`src/hw/ecr_map.svh`:
```
// register offset, field reset values and timing counts for the emitter config block
`ifndef ECR_MAP_SVH
`define ECR_MAP_SVH

`define ECR_REG_ROUTE_SCALE   8'hB9
`define ECR_ROUTE_SCALE_RST   24'h0001FF
`define ECR_I2C_DEV_ADDR      7'h58
`define ECR_CLK_HZ            20000000
`define ECR_MAX_SPS_NO_HDR    4000
`define ECR_MAX_SPS_AUTO_HDR  2000
`define ECR_MIN_CYC_NO_HDR    ((`ECR_CLK_HZ + `ECR_MAX_SPS_NO_HDR - 1) / `ECR_MAX_SPS_NO_HDR)
`define ECR_MIN_CYC_AUTO_HDR  ((`ECR_CLK_HZ + `ECR_MAX_SPS_AUTO_HDR - 1) / `ECR_MAX_SPS_AUTO_HDR)
`define ECR_SCALE_TOP_DMA     6'h38
`define ECR_SCALE_STEP_DMA    6'h0E

`endif

```
`src/hw/ecr_pkg.sv`:
```
// types shared by the emitter config register and its channel decoder
package ecr_pkg;

  // field order matches the register bit layout, msb first
  typedef struct packed {
    logic [2:0] ch2_high_current_scale;
    logic [2:0] ch2_low_current_scale;
    logic [1:0] ch2_ambient_input_select;
    logic [1:0] ch1_ambient_input_select;
    logic [1:0] ch0_ambient_input_select;
    logic       route_ch2_to_ch0;
    logic       route_ch1_to_ch0;
    logic [9:0] ambient_correction_knee3;
  } ecr_cfg_type;

  typedef enum logic [2:0] {
    ST_IDLE, ST_ADDR, ST_ACK_ADDR, ST_RX, ST_ACK_RX, ST_TX, ST_ACK_TX
  } ecr_i2c_state_type;

  typedef struct packed {
    logic [2:0] drive_en;
    logic [2:0] current_scale;
    logic [5:0] ch2_current_dma;
    logic       scale_invalid;
    logic [1:0] ambient_select;
    logic [9:0] knee3;
    logic [6:0] sf_cnt;
    logic [15:0] period_cnt;
    logic       frame_done;
    logic       rate_overrun;
  } ecr_dec_state_type;

  typedef struct packed {
    logic [1:0]        scl_sync;
    logic              scl_d;
    logic [1:0]        sda_sync;
    logic              sda_d;
    ecr_i2c_state_type state;
    logic [2:0]        bitcnt;
    logic              full;
    logic [7:0]        shreg;
    logic [7:0]        txreg;
    logic              rw;
    logic              nack;
    logic [7:0]        reg_ptr;
    logic [1:0]        byte_idx;
    logic [15:0]       wr_buf;
    ecr_cfg_type       cfg;
    logic              sda_out;
    logic              sda_oe_n;
  } ecr_top_state_type;

endpackage

```
`src/hw/ecr_chan_decode.sv`:
```
// per-channel routing, current scale and ambient input decode plus frame rate guard
`timescale 1ns/100ps
`include "ecr_map.svh"

module ecr_chan_decode #(
  parameter int MIN_CYC_NO_HDR   = 5000,
  parameter int MIN_CYC_AUTO_HDR = 10000
) (
  input  wire logic                 sys_clk,
  input  wire logic                 srst,
  input  wire ecr_pkg::ecr_cfg_type cfg,
  input  wire logic [1:0]           active_channel,
  input  wire logic                 hdr_level,
  input  wire logic                 subframe_tick,
  input  wire logic [6:0]           subframe_count,
  input  wire logic                 auto_hdr_en,
  output logic [2:0]                drive_en,
  output logic [2:0]                current_scale,
  output logic [5:0]                ch2_current_dma,
  output logic                      scale_invalid,
  output logic [1:0]                ambient_select,
  output logic [9:0]                knee3,
  output logic                      frame_done,
  output logic                      rate_overrun
);

  ecr_pkg::ecr_dec_state_type q_r;
  ecr_pkg::ecr_dec_state_type q_nxt;
  logic [2:0]  scale_code;
  logic [15:0] min_cyc;

  // next-state: decode the selected channel and track frame spacing
  always_comb begin
    q_nxt = q_r;
    q_nxt.frame_done = 1'b0;
    scale_code = hdr_level ? cfg.ch2_high_current_scale : cfg.ch2_low_current_scale;
    min_cyc = auto_hdr_en ? 16'(MIN_CYC_AUTO_HDR) : 16'(MIN_CYC_NO_HDR);
    q_nxt.current_scale = 3'h0;
    q_nxt.ch2_current_dma = 6'h00;
    q_nxt.scale_invalid = 1'b0;
    unique case (active_channel)
      2'd0: begin
        q_nxt.drive_en = 3'b001;
        q_nxt.ambient_select = cfg.ch0_ambient_input_select;
      end
      2'd1: begin
        q_nxt.drive_en = cfg.route_ch1_to_ch0 ? 3'b001 : 3'b010;
        q_nxt.ambient_select = cfg.ch1_ambient_input_select;
      end
      2'd2: begin
        q_nxt.drive_en = cfg.route_ch2_to_ch0 ? 3'b001 : 3'b100;
        q_nxt.ambient_select = cfg.ch2_ambient_input_select;
        q_nxt.current_scale = scale_code;
        q_nxt.scale_invalid = scale_code[2];
        if (!scale_code[2]) begin
          // 5.6 mA minus 1.4 mA per code step, in tenths of a mA
          q_nxt.ch2_current_dma = `ECR_SCALE_TOP_DMA - 6'(`ECR_SCALE_STEP_DMA * scale_code[1:0]);
        end
      end
      default: begin
        q_nxt.drive_en = 3'b000; // no channel active
        q_nxt.ambient_select = 2'h0;
      end
    endcase
    q_nxt.knee3 = cfg.ambient_correction_knee3;
    if (q_r.period_cnt != 16'hFFFF) begin
      q_nxt.period_cnt = q_r.period_cnt + 16'h0001;
    end
    if (subframe_tick) begin
      if (q_r.sf_cnt == subframe_count) begin
        q_nxt.sf_cnt = 7'h00;
        q_nxt.frame_done = 1'b1;
        q_nxt.rate_overrun = (q_r.period_cnt < min_cyc);
        q_nxt.period_cnt = 16'h0000;
      end else begin
        q_nxt.sf_cnt = q_r.sf_cnt + 7'h01;
      end
    end
  end

  // state register
  always_ff @(posedge sys_clk) begin
    if (srst) begin
      q_r <= '0;
      q_r.knee3 <= 10'(`ECR_ROUTE_SCALE_RST & 24'h0003FF);
    end else begin
      q_r <= q_nxt;
    end
  end

  assign drive_en        = q_r.drive_en;
  assign current_scale   = q_r.current_scale;
  assign ch2_current_dma = q_r.ch2_current_dma;
  assign scale_invalid   = q_r.scale_invalid;
  assign ambient_select  = q_r.ambient_select;
  assign knee3           = q_r.knee3;
  assign frame_done      = q_r.frame_done;
  assign rate_overrun    = q_r.rate_overrun;

endmodule

```
`src/hw/ecr_top.sv`:
```
// emitter channel config register with its two-wire serial slave
`timescale 1ns/100ps
`include "ecr_map.svh"

// Operation
// - The 3-bit high-level channel 2 scale maps 0..3 to 5.6, 4.2, 2.8, 1.4 mA; 4..7 are invalid.
// - The 3-bit low-level channel 2 scale uses the same mapping; other codes are invalid.
// - With channel 2 active, bits 17:16 choose the ambient converter input pair.
// - With channel 1 active, bits 15:14 choose the ambient converter input pair.
// - With channel 0 active, bits 13:12 choose the ambient converter input pair.
// - Bit 11 set sends channel 2 drive out through the channel 0 output.
// - Bit 10 set sends channel 1 drive out through the channel 0 output.
// - Bits 9:0 hold the third ambient correction knee, reset 1FFh, all else resets to zero.
// - A frame completes after the programmed number of sub-frames plus one.
// - Frames are checked against 4000 sps without auto HDR and 2000 sps with it.
module ecr_top #(
  parameter logic [6:0] DEV_ADDR         = `ECR_I2C_DEV_ADDR, // arbitrary bus address
  parameter int         MIN_CYC_NO_HDR   = `ECR_MIN_CYC_NO_HDR,
  parameter int         MIN_CYC_AUTO_HDR = `ECR_MIN_CYC_AUTO_HDR
) (
  input  wire logic       sys_clk,
  input  wire logic       srst,
  input  wire logic       scl_in,
  input  wire logic       sda_in,
  output logic            sda_out,
  output logic            sda_oe_n,
  input  wire logic [1:0] active_channel,
  input  wire logic       hdr_level,
  input  wire logic       subframe_tick,
  input  wire logic [6:0] subframe_count,
  input  wire logic       auto_hdr_en,
  output logic [2:0]      drive_en,
  output logic [2:0]      current_scale,
  output logic [5:0]      ch2_current_dma,
  output logic            scale_invalid,
  output logic [1:0]      ambient_select,
  output logic [9:0]      knee3,
  output logic            frame_done,
  output logic            rate_overrun,
  output logic [23:0]     cfg_word
);

  ecr_pkg::ecr_top_state_type q_r;
  ecr_pkg::ecr_top_state_type q_nxt;
  logic        scl_rise;
  logic        scl_fall;
  logic        start_seen;
  logic        stop_seen;
  logic [23:0] rd_word;
  logic [7:0]  rd_byte;

  // bus edge and condition detect, only on the second sync stage
  assign scl_rise   = q_r.scl_sync[1] & ~q_r.scl_d;
  assign scl_fall   = ~q_r.scl_sync[1] & q_r.scl_d;
  assign start_seen = q_r.scl_sync[1] & q_r.scl_d & q_r.sda_d & ~q_r.sda_sync[1];
  assign stop_seen  = q_r.scl_sync[1] & q_r.scl_d & ~q_r.sda_d & q_r.sda_sync[1];

  // read data: the mapped register or zero for any other offset
  assign rd_word = (q_r.reg_ptr == `ECR_REG_ROUTE_SCALE) ? q_r.cfg : 24'h000000;
  always_comb begin
    unique case (q_r.byte_idx)
      2'd0:    rd_byte = rd_word[23:16];
      2'd1:    rd_byte = rd_word[15:8];
      2'd2:    rd_byte = rd_word[7:0];
      default: rd_byte = 8'h00; // past the last byte
    endcase
  end

  // next-state: serial slave protocol and register update
  always_comb begin
    q_nxt = q_r;
    q_nxt.scl_sync = {q_r.scl_sync[0], scl_in};
    q_nxt.sda_sync = {q_r.sda_sync[0], sda_in};
    q_nxt.scl_d = q_r.scl_sync[1];
    q_nxt.sda_d = q_r.sda_sync[1];
    q_nxt.sda_out = 1'b0; // open drain: only ever pulls low
    if (start_seen) begin
      q_nxt.state = ecr_pkg::ST_ADDR;
      q_nxt.bitcnt = 3'h0;
      q_nxt.full = 1'b0;
      q_nxt.byte_idx = 2'h0;
      q_nxt.sda_oe_n = 1'b1;
    end else if (stop_seen) begin
      q_nxt.state = ecr_pkg::ST_IDLE;
      q_nxt.sda_oe_n = 1'b1;
    end else if (scl_rise) begin
      unique case (q_r.state)
        ecr_pkg::ST_ADDR, ecr_pkg::ST_RX: begin
          q_nxt.shreg = {q_r.shreg[6:0], q_r.sda_sync[1]};
          q_nxt.bitcnt = q_r.bitcnt + 3'h1;
          if (q_r.bitcnt == 3'h7) begin
            q_nxt.full = 1'b1;
          end
        end
        ecr_pkg::ST_ACK_TX: q_nxt.nack = q_r.sda_sync[1];
        default: ;
      endcase
    end else if (scl_fall) begin
      unique case (q_r.state)
        ecr_pkg::ST_ADDR: begin
          if (q_r.full) begin
            q_nxt.full = 1'b0;
            if (q_r.shreg[7:1] == DEV_ADDR) begin
              q_nxt.rw = q_r.shreg[0];
              q_nxt.sda_oe_n = 1'b0; // acknowledge
              q_nxt.state = ecr_pkg::ST_ACK_ADDR;
            end else begin
              q_nxt.state = ecr_pkg::ST_IDLE;
            end
          end
        end
        ecr_pkg::ST_RX: begin
          if (q_r.full) begin
            q_nxt.full = 1'b0;
            q_nxt.sda_oe_n = 1'b0;
            q_nxt.state = ecr_pkg::ST_ACK_RX;
            if (q_r.byte_idx != 2'h3) begin
              q_nxt.byte_idx = q_r.byte_idx + 2'h1;
            end
            unique case (q_r.byte_idx)
              2'd0: q_nxt.reg_ptr = q_r.shreg;
              2'd1: q_nxt.wr_buf[15:8] = q_r.shreg;
              2'd2: q_nxt.wr_buf[7:0] = q_r.shreg;
              default: begin
                // whole word lands at once on the last byte
                if (q_r.reg_ptr == `ECR_REG_ROUTE_SCALE) begin
                  q_nxt.cfg = {q_r.wr_buf, q_r.shreg};
                end
              end
            endcase
          end
        end
        ecr_pkg::ST_ACK_ADDR: begin
          q_nxt.bitcnt = 3'h0;
          if (q_r.rw) begin
            q_nxt.sda_oe_n = rd_byte[7];
            q_nxt.txreg = {rd_byte[6:0], 1'b0};
            q_nxt.state = ecr_pkg::ST_TX;
          end else begin
            q_nxt.sda_oe_n = 1'b1;
            q_nxt.state = ecr_pkg::ST_RX;
          end
        end
        ecr_pkg::ST_ACK_RX: begin
          q_nxt.sda_oe_n = 1'b1;
          q_nxt.bitcnt = 3'h0;
          q_nxt.state = ecr_pkg::ST_RX;
        end
        ecr_pkg::ST_TX: begin
          q_nxt.bitcnt = q_r.bitcnt + 3'h1;
          if (q_r.bitcnt == 3'h7) begin
            q_nxt.sda_oe_n = 1'b1; // release for host ack
            q_nxt.state = ecr_pkg::ST_ACK_TX;
            if (q_r.byte_idx != 2'h3) begin
              q_nxt.byte_idx = q_r.byte_idx + 2'h1;
            end
          end else begin
            q_nxt.sda_oe_n = q_r.txreg[7];
            q_nxt.txreg = {q_r.txreg[6:0], 1'b0};
          end
        end
        ecr_pkg::ST_ACK_TX: begin
          q_nxt.bitcnt = 3'h0;
          if (q_r.nack) begin
            q_nxt.state = ecr_pkg::ST_IDLE;
          end else begin
            q_nxt.sda_oe_n = rd_byte[7];
            q_nxt.txreg = {rd_byte[6:0], 1'b0};
            q_nxt.state = ecr_pkg::ST_TX;
          end
        end
        default: ;
      endcase
    end
  end

  // state register; knee resets to 1FFh, bus sync stages, scl_d, sda_d and sda_oe_n to one, every other field to zero
  always_ff @(posedge sys_clk) begin
    if (srst) begin
      q_r <= '0;
      q_r.scl_sync <= 2'b11;
      q_r.scl_d <= 1'b1;
      q_r.sda_sync <= 2'b11;
      q_r.sda_d <= 1'b1;
      q_r.state <= ecr_pkg::ST_IDLE;
      q_r.cfg <= `ECR_ROUTE_SCALE_RST;
      q_r.sda_oe_n <= 1'b1;
    end else begin
      q_r <= q_nxt;
    end
  end

  assign sda_out  = q_r.sda_out;
  assign sda_oe_n = q_r.sda_oe_n;
  assign cfg_word = q_r.cfg;

  // channel decode and frame rate guard
  ecr_chan_decode #(
    .MIN_CYC_NO_HDR   (MIN_CYC_NO_HDR),
    .MIN_CYC_AUTO_HDR (MIN_CYC_AUTO_HDR)
  ) u_dec (
    .sys_clk         (sys_clk),
    .srst            (srst),
    .cfg             (q_r.cfg),
    .active_channel  (active_channel),
    .hdr_level       (hdr_level),
    .subframe_tick   (subframe_tick),
    .subframe_count  (subframe_count),
    .auto_hdr_en     (auto_hdr_en),
    .drive_en        (drive_en),
    .current_scale   (current_scale),
    .ch2_current_dma (ch2_current_dma),
    .scale_invalid   (scale_invalid),
    .ambient_select  (ambient_select),
    .knee3           (knee3),
    .frame_done      (frame_done),
    .rate_overrun    (rate_overrun)
  );

endmodule

```
`config.mk`:
```
export PLATFORM = sky130hd
export DESIGN_NAME = ecr_top
export DESIGN_NICKNAME = d
export VERILOG_FILES = /design/src/hw/ecr_pkg.sv /design/src/hw/ecr_chan_decode.sv /design/src/hw/ecr_top.sv
export VERILOG_INCLUDE_DIRS = /design/src /design/src/hw
export SDC_FILE = /design/constraint.sdc
export NUM_CORES = 1
export LEC_CHECK = 0
export BUFFER_PORTS_ARGS = -buffer_cell sky130_fd_sc_hd__buf_2
export CORE_MARGIN = 2
export CORE_UTILIZATION = 45
export CTS_CLUSTER_DIAMETER = 150
export DETAILED_ROUTE_END_ITERATION = 7
export GPL_TIMING_DRIVEN = 0
export PLACE_DENSITY_LB_ADDON = 0.12
export SETUP_SLACK_MARGIN = 0.5
export SYNTH_ARGS = -nofsm -noshare
export SYNTH_HDL_FRONTEND = slang
export SYNTH_SLANG_ARGS = --single-unit
```
`constraint.sdc`:
```
create_clock -name sys_clk -period 6.6 [get_ports sys_clk]
set_clock_uncertainty 0.15 [all_clocks]
set_input_delay 0.33 -clock sys_clk [delete_from_list [all_inputs] [get_ports sys_clk]]
set_output_delay 0.33 -clock sys_clk [all_outputs]
set_load 0.02 [all_outputs]
```
==> results of run 1 <==
sequential cells by signal, summed over array words and instances (netlist names), 2 cells and up:
register / cells
cfg_word: 24
q_nxt: 4
q_r: 52
u_dec.ambient_select: 2
u_dec.ch2_current_dma: 5
u_dec.current_scale: 2
u_dec.drive_en: 3
u_dec.knee3: 10
u_dec.q_r: 23
metrics by stage:
step	utilization [%]	hold WS (ns)	cells	setup slack [ns]
floorplan	-	0.239	684	4.47
finish	54.4	0.0816	959	4.01
CTS	54.4	0.0680	959	4.00
global placement	49.9	0.244	924	4.08
global route	54.4	0.0775	959	3.88
detailed placement	49.9	0.244	924	4.01
tightest hold or removal path, delay by kind of cell:
family,cells,cell delay (ns)
AND/OR/NAND/NOR,1,0.05
buffers and inverters,2,0.22
timing repair:
| action | CTS | global route |
|---|---|---|
| hold endpoints to repair | 3 | 0 |
| hold buffers | 3 | 0 |
| gates resized for setup | 0 | 0 |
cell type report:
class | instances | area [sq um]
Sequential cell | 129 | 2580
Timing Repair Buffer | 67 | 350
Multi-Input combinational cell | 457 | 2830
Fill cell | 1248 | 5990
Buffer | 84 | 549
Clock inverter | 10 | 111
Inverter | 14 | 52.6
Tap cell | 176 | 220
Clock buffer | 22 | 454
where the power goes:
group / total, mW / leakage [nW] / internal (mW) / switching [mW]
Combinational: 0.0594 / 1.67 / 0.0224 / 0.0370
Sequential: 0.791 / 1.04 / 0.785 / 0.00624
Clock: 0.899 / 0.270 / 0.563 / 0.336
routing by layer:
metal | wire (um) | up-vias
met1 | 7010 | 2311
met3 | 574 | 14
met4 | 154 | 0
met5 | 0 | -
li1 | - | 2462
met2 | 6630 | 86
final timing paths:
| check | start | endpoint | slack (ns) | depth (start not counted) |
|---|---|---|---|---|
| max | q_r[80] | cfg_word[20] | 4.01 | 8 |
| min | active_channel[0] | u_dec.drive_en[1] | 0.08 | 3 |
| max reg2reg | q_r[80] | cfg_word[20] | 4.01 | 8 |
| min reg2reg | q_nxt[79] | q_nxt[77] | 0.26 | 1 |
synthesized netlist by cell type (2+ instances only):
| library cell | n |
|---|---|
| o22ai_1 | 4 |
| buf_6 | 3 |
| nor3_1 | 9 |
| o31ai_1 | 3 |
| nand3_1 | 10 |
| and4_1 | 4 |
| clkbuf_1 | 19 |
| a22oi_1 | 3 |
| a31oi_1 | 3 |
| buf_4 | 51 |
| o21ai_1 | 6 |
| nor4b_1 | 2 |
| o22a_1 | 7 |
| or2_2 | 14 |
| a211oi_1 | 7 |
| o21ai_0 | 19 |
| nand2_1 | 66 |
| dfxtp_1 | 129 |
| and3_1 | 5 |
| nand3b_1 | 4 |
| nor2_1 | 109 |
| inv_1 | 14 |
| xnor2_1 | 11 |
| nor4_1 | 4 |
| nor2b_1 | 4 |
| buf_2 | 7 |
| mux2i_1 | 60 |
| ha_1 | 13 |
| a21oi_1 | 32 |
| nand4_1 | 16 |
| xor2_1 | 10 |
| buf_1 | 3 |
| and2_1 | 4 |
| nand2b_1 | 4 |
cell families (layout without fill, tap and decap cells):
group | Yosys count | after routing | synth area share (%)
xor gates and xnor gates | 22 | 22 | 3.33
buffers and inverters | 98 | 197 | 10.0
and+or+nand+nor | 263 | 263 | 20.4
DFF | 129 | 129 | 43.0
adders and majority gates | 13 | 13 | 2.71
AOI/OAI and AO/OA | 97 | 97 | 10.5
muxes | 60 | 60 | 9.99
other | 1 | 2 | 0.0624
==> impl_summary.txt, run 1 <==
----------------------------------------------------
[Run status]
  Result of the run ... completed

[Detailed routing]
  Routed via count divided by cell count ... 5.08
  Overall via count from detail_route ... 4873
  Iteration-0 DRC Markers ... 335
  Wire length per cell after detailed routing ... 15.0 um
  Final wirelength ... 14400 um
  Post-route ant nets ... 0
  Number of search-and-repair iterations in the first detailed-routing pass ... 4
  Remaining DRCs ... 0

[Finish]
  Layout cell share with drive strength beyond 1 ... 22.2%
  Total inserted antenna cells ... 0
  Most common library cell in the layout ignoring fill and taps ... dfxtp_1
  Post-route design area ... 7150 sq um
  Most frequent cells in the layout ... dfxtp_1 (129), nor2_1 (109), buf_2 (71), nand2_1 (66), mux2i_1 (60)
  P&R area growth vs syn ... 19.0%
  Final layout net count ... 799

[Critical path]
  Slowest stage delay, CP ... 0.48 ns
  Maximum fanout encountered on the critical timing path ... 10
  Crit-path cells ... inv_1 -> ha_1 -> nand3b_1 -> a2111oi_4 -> nand4_1 -> clkbuf_1 -> nand2_1 -> a21oi_1
  Required time at the worst-slack endpoint ... 6.72 ns
  Slowest cell on the critical path ... a2111oi_4
  Worst Path Arrival ... 2.71 ns
  Crit start category ... flop
  Crit path kind ... flop to flop
  Crit path max-delay family ... simple AND/OR/NAND/NOR gates
  Kind of capture point of the worst setup path ... flop
  Sum of buffers and inverters on the critical path ... 2

[Floorplanning]
  Die extent in x ... 120 um
  Top-level port count ... 69
  Initial core utilization ... 45.8%
  Placeable core region ... 13100 sq um
  Die outline area ... 14300 sq um
  Placement row count ... 42
  Die height ... 120 um

[Timing]
  Max frequency ... 0.386 GHz
  Actual transition at the worst max-transition pin ... 0.738 ns
  Number of max-slew violations in the final report ... 0
  Fraction of the cycle the final worst path needs ... 39.2%
  Time the final worst path needs with I/O delays and setup ... 2.59 ns
  Normalized max-slew margin ... 49.5%
  Unrepaired setup endpoints after global routing ... no
  Total count of hold-check failures in the final report ... 0
  Total of endpoints with negative setup slack in the final report ... 0
  Sum Neg Setup Slack ... 0 ns

[Power and ir drop]
  Highest ir drop seen on vdd ... 0.175 mV
  Static power due to leakage ... 2.98 nW
  Power, Total ... 1.75 mW
  Pwr dens ... 245 nW/um^2

[Synth]
  Synthesis Warnings ... 0
  Number of enable flip-flop cells after synthesis ... 0
  Share of synthesized flip-flops with an asynchronous set or reset ... 0%
  Distinct cells, synth ... 58
  Sequential-to-total area share from yosys stat ... 43.0%
  Most used flip-flop cell after synthesis ... dfxtp_1
  Largest cells by area after synthesis ... dfxtp_1 (43%), mux2i_1 (10%), nor2_1 (6.8%), buf_4 (6.4%), nand2_1 (4.1%)
  Number of instances in the synthesized netlist ... 683
  Summed instance area of the synthesized netlist ... 6010 sq um
  Cell taking the most area after synthesis ... dfxtp_1
  Avg Inst Size Synth ... 8.80 sq um
  Post-synthesis sequential element count ... 129
  Proportion of netlist area held by the largest area contributor ... 43.0%

[Placement]
  Placed inst area ... 6560 sq um
  Detailed placement HPWL ... 10400 um
  Routability cong. ... 0.907
  Count of input and output buffers ... 64

[Clocking]
  Clock buffer depth ... 2
  Clock root buffer ... clkbuf_16
  Number of H-tree levels ... 4
  Clock sink count ... 129
  Clock slew seen by the registers of the worst setup and hold paths ... 0.06 ns
  Number of buffers inserted during clock tree synthesis ... 17
  Clock tree from TritonCTS ... yes
  Clock latency at the later pin of the worst-skew pair ... 0.41 ns
  Buffers inserted during post-CTS setup optimization ... 0

[Global route]
  Vias in the first global route ... 4650
  Met3 demand-to-capacity share in global routing ... 4.90%
  Number of antenna violations at the first check in global routing ... 0
  Met2 routing resource usage after global routing ... 33.0%
  Highest-utilization routing layer at the global route stage ... met2
  Met1 GRT Util ... 28.7%
  Overflow left after global routing ... 0
  First-pass GRT wire length ... 23500 um
  Total Routing Usage GR ... 20.9%
  Maximum number of pins on one net before global-route repair ... 17

[Min path]
  Worst min path class ... input port to flop

[Job]
  Max-capacitance violation count ... 0

----------------------------------------------------
Note: power is estimated with default switching activity, not from simulation.
==> run 2: changes to the inputs <==
clock period = 2.64 ns   (was 6.6 ns; I/O delays follow)
==> run 2 against run 1 <==
  * Die area unchanged
  * Sequential power increased to 2.5 times the previous value
  * Critical endpoint is now q_r[45]
  * First-iteration DRC count increased by 3.9%
  * Global-route usage increased by 0.22 points
  * Total power increased to 2.5 times the previous value
  * Hold slack improved by 0.022 ns
  * Routed wire length increased by 3.7%
  * Count of clock-buffer cells in the layout unchanged
  * Sequential share of layout area decreased by 1.9 points
==> impl_summary.txt, run 2 (synthesis results as in run 1) <==
----------------------------------------------------
[Run status]
  Result of the run ... completed

[Critical path]
  Crit-path cells ... inv_2 -> ha_4 -> nand3b_1 -> a2111oi_4 -> nor3b_2 -> buf_6 -> mux2i_1 -> nor2_1
  Crit path max-delay family ... simple AND/OR/NAND/NOR gates
  Worst Path Arrival ... 2.30 ns (-0.41 ns)
  Required time at the worst-slack endpoint ... 2.78 ns (-3.94 ns)
  Slowest cell on the critical path ... a2111oi_4
  Kind of capture point of the worst setup path ... flop
  Slack of the worst reg-to-reg path ... 0.48 ns (-3.53 ns)
  Maximum fanout encountered on the critical timing path ... 8 (-2)
  Slowest stage delay, CP ... 0.42 ns (-0.06 ns)
  Crit start category ... flop
  Crit path kind ... flop to flop
  Sum of buffers and inverters on the critical path ... 2 (unchanged)

[Clocking]
  Number of buffers inserted during clock tree synthesis ... 17 (unchanged)
  Clock root buffer ... clkbuf_16
  Clock tree from TritonCTS ... yes
  Clock sink count ... 129 (unchanged)
  Clock buffer depth ... 2 (unchanged)
  Clock slew seen by the registers of the worst setup and hold paths ... 0.06 ns (about the same)
  Clock latency at the later pin of the worst-skew pair ... 0.41 ns (about the same)
  Number of H-tree levels ... 4 (unchanged)

[Floorplanning]
  Top-level port count ... 69 (unchanged)
  Placeable core region ... 13100 sq um (unchanged)
  Die height ... 120 um (unchanged)
  Die extent in x ... 120 um (unchanged)
  Die outline area ... 14300 sq um (unchanged)
  Initial core utilization ... 45.8% (unchanged)
  Placement row count ... 42 (unchanged)

[Timing]
  Number of max-slew violations in the final report ... 0 (unchanged)
  Fraction of the cycle the final worst path needs ... 81.8% (+43 points)
  Normalized max-slew margin ... 49.6% (about the same)
  Unrepaired setup endpoints after global routing ... yes
  Sum Neg Setup Slack ... 0 ns (unchanged)
  Hold slack final ... 0.104 ns (+0.0219 ns)
  Total of endpoints with negative setup slack in the final report ... 0 (unchanged)
  Actual transition at the worst max-transition pin ... 0.738 ns (-0.000426 ns)
  Max frequency ... 0.463 GHz (+20%)
  Time the final worst path needs with I/O delays and setup ... 2.16 ns (-0.429 ns)
  Total count of hold-check failures in the final report ... 0 (unchanged)

[Global route]
  Met2 routing resource usage after global routing ... 33.6% (+0.61 points)
  Number of antenna violations at the first check in global routing ... 0 (unchanged)
  Met3 demand-to-capacity share in global routing ... 4.99% (+0.095 points)
  Met1 GRT Util ... 28.7% (-0.030 points)
  Highest-utilization routing layer at the global route stage ... met2
  Overflow left after global routing ... 0 (unchanged)
  Maximum number of pins on one net before global-route repair ... 17 (unchanged)
  Vias in the first global route ... 4721 (+1.5%)
  First-pass GRT wire length ... 23700 um (+1.1%)
  Total Routing Usage GR ... 21.1% (+0.22 points)

[Finish]
  Fillers ... 1206 (-3.4%)
  Post-route design area ... 7580 sq um (+6.0%)
  Register bank with the most flops ... q_r
  Final cell utilization of the core ... 57.7% (+3.3 points)
  Final layout net count ... 820 (+2.6%)
  Layout cell share with drive strength beyond 1 ... 28.0% (+5.8 points)
  Number of flip-flops in the largest register ... 52 (unchanged)
  P&R area growth vs syn ... 26.1%
  Total inserted antenna cells ... 0 (unchanged)
  Most common library cell in the layout ignoring fill and taps ... dfxtp_1
  Most frequent cells in the layout ... dfxtp_1 (123), nor2_1 (107), buf_2 (68), mux2i_1 (60)

[Min path]
  Worst min path class ... input port to flop

[Power and ir drop]
  Share of total power consumed by net switching ... 21.8% (+0.069 points)
  Static power due to leakage ... 3.24 nW (+8.7%)
  Total internal power ... 3.44 mW (+150%)
  Highest ir drop seen on vdd ... 0.435 mV (+150%)
  Combinational cell fraction of total power ... 3.9% (+0.5 points)
  Part of the power in the clock network ... 51.1% (-0.3 points)
  Pwr dens ... 580 nW/um^2 (+140%)
  Power, Total ... 4.40 mW (+150%)
  Net switching power of the design ... 0.956 mW (+150%)
  Seq pwr share ... 45.0% (-0.2 points)

[Detailed routing]
  Iteration-0 DRC Markers ... 348 (+3.9%)
  Number of search-and-repair iterations in the first detailed-routing pass ... 5 (+1)
  Routed via count divided by cell count ... 5.13 (+0.99%)
  Wire length per cell after detailed routing ... 15.2 um (+1.5%)
  Remaining DRCs ... 0 (unchanged)
  Post-route ant nets ... 0 (unchanged)
  Overall via count from detail_route ... 5029 (+3.2%)
  Final wirelength ... 14900 um (+3.7%)

[Placement]
  Routability cong. ... 0.907 (unchanged)
  Count of input and output buffers ... 64 (unchanged)
  Placed inst area ... 6560 sq um (unchanged)
  Detailed placement HPWL ... 10400 um (unchanged)

[Job]
  Max-capacitance violation count ... 0 (unchanged)

----------------------------------------------------
## run 2: cell count changes in the layout (fill, tap and decap cells not counted), moves of 6 or more
| cell | delta |
|---|---|
| buf_6 | +6 |
| nand2_1 | -8 |
| nand2_4 | +8 |
| dfxtp_1 | -6 |
| a21oi_1 | -9 |
| buf_4 | +7 |
| a21oi_2 | +9 |
| dlygate4sd3_1 | +8 |
## run 2: cell type report
class | count | area (sq um) | area share [%]
Tap cell | 176 | 220 | 2.90
Sequential cell | 129 | 2590 | 34.2
Inverter | 14 | 52.6 | 0.693
Timing Repair Buffer | 88 | 563 | 7.43
Clock buffer | 22 | 454 | 5.99
Clock inverter | 10 | 111 | 1.47
Multi-Input combinational cell | 457 | 2990 | 39.4
Buffer | 84 | 597 | 7.87
## run 2: per-layer routing
metal	wire length, um	up-vias
li1	-	2507
met1	7070	2398
met2	7010	106
met3	624	18
met4	192	0
met5	0	-
## run 2: worst paths after layout
path                        end               from  cells past startpoint
max                     q_r[45]            q_r[80]                      8
min          u_dec.rate_overrun  subframe_count[5]                      6
max reg2reg             q_r[45]            q_r[80]                      8
min reg2reg           q_nxt[77]          q_nxt[79]                      1
## run 2: through the flow
| stage | setup WS, ns | std cells |
|---|---|---|
| global placement | 0.119 | 924 |
| CTS | 0.506 | 974 |
| global route | 0.385 | 980 |
| floorplan | 0.510 | 684 |
| finish | 0.482 | 980 |
| detailed placement | 0.0462 | 924 |
## run 2: worst min-delay path, stage by stage
cell and delay [ns]:
buf_2 0.08, xnor2_1 0.05, nand4_1 0.15, nor2_1 0.06, o21ai_0 0.07, a21oi_1 0.07
## run 2: timing repair
item,4_1_cts,5_1_grt
hold buffers,11,0
buffers inserted,6,5
hold endpoints to repair,15,0
gates resized for setup,18,54
setup endpoints to repair,69,74
pin swaps,3,25
cloned,1,1
## run 2: power groups by stage
stage	clock network (mW)	registers (mW)	logic (mW)
2_1_floorplan	0	2.02	0.0984
3_5_place_dp	0	2.02	0.146
3_3_place_gp	0	2.02	0.144
5_1_grt	2.38	1.98	0.188
6_report	2.25	1.98	0.169
4_1_cts	2.28	1.98	0.163
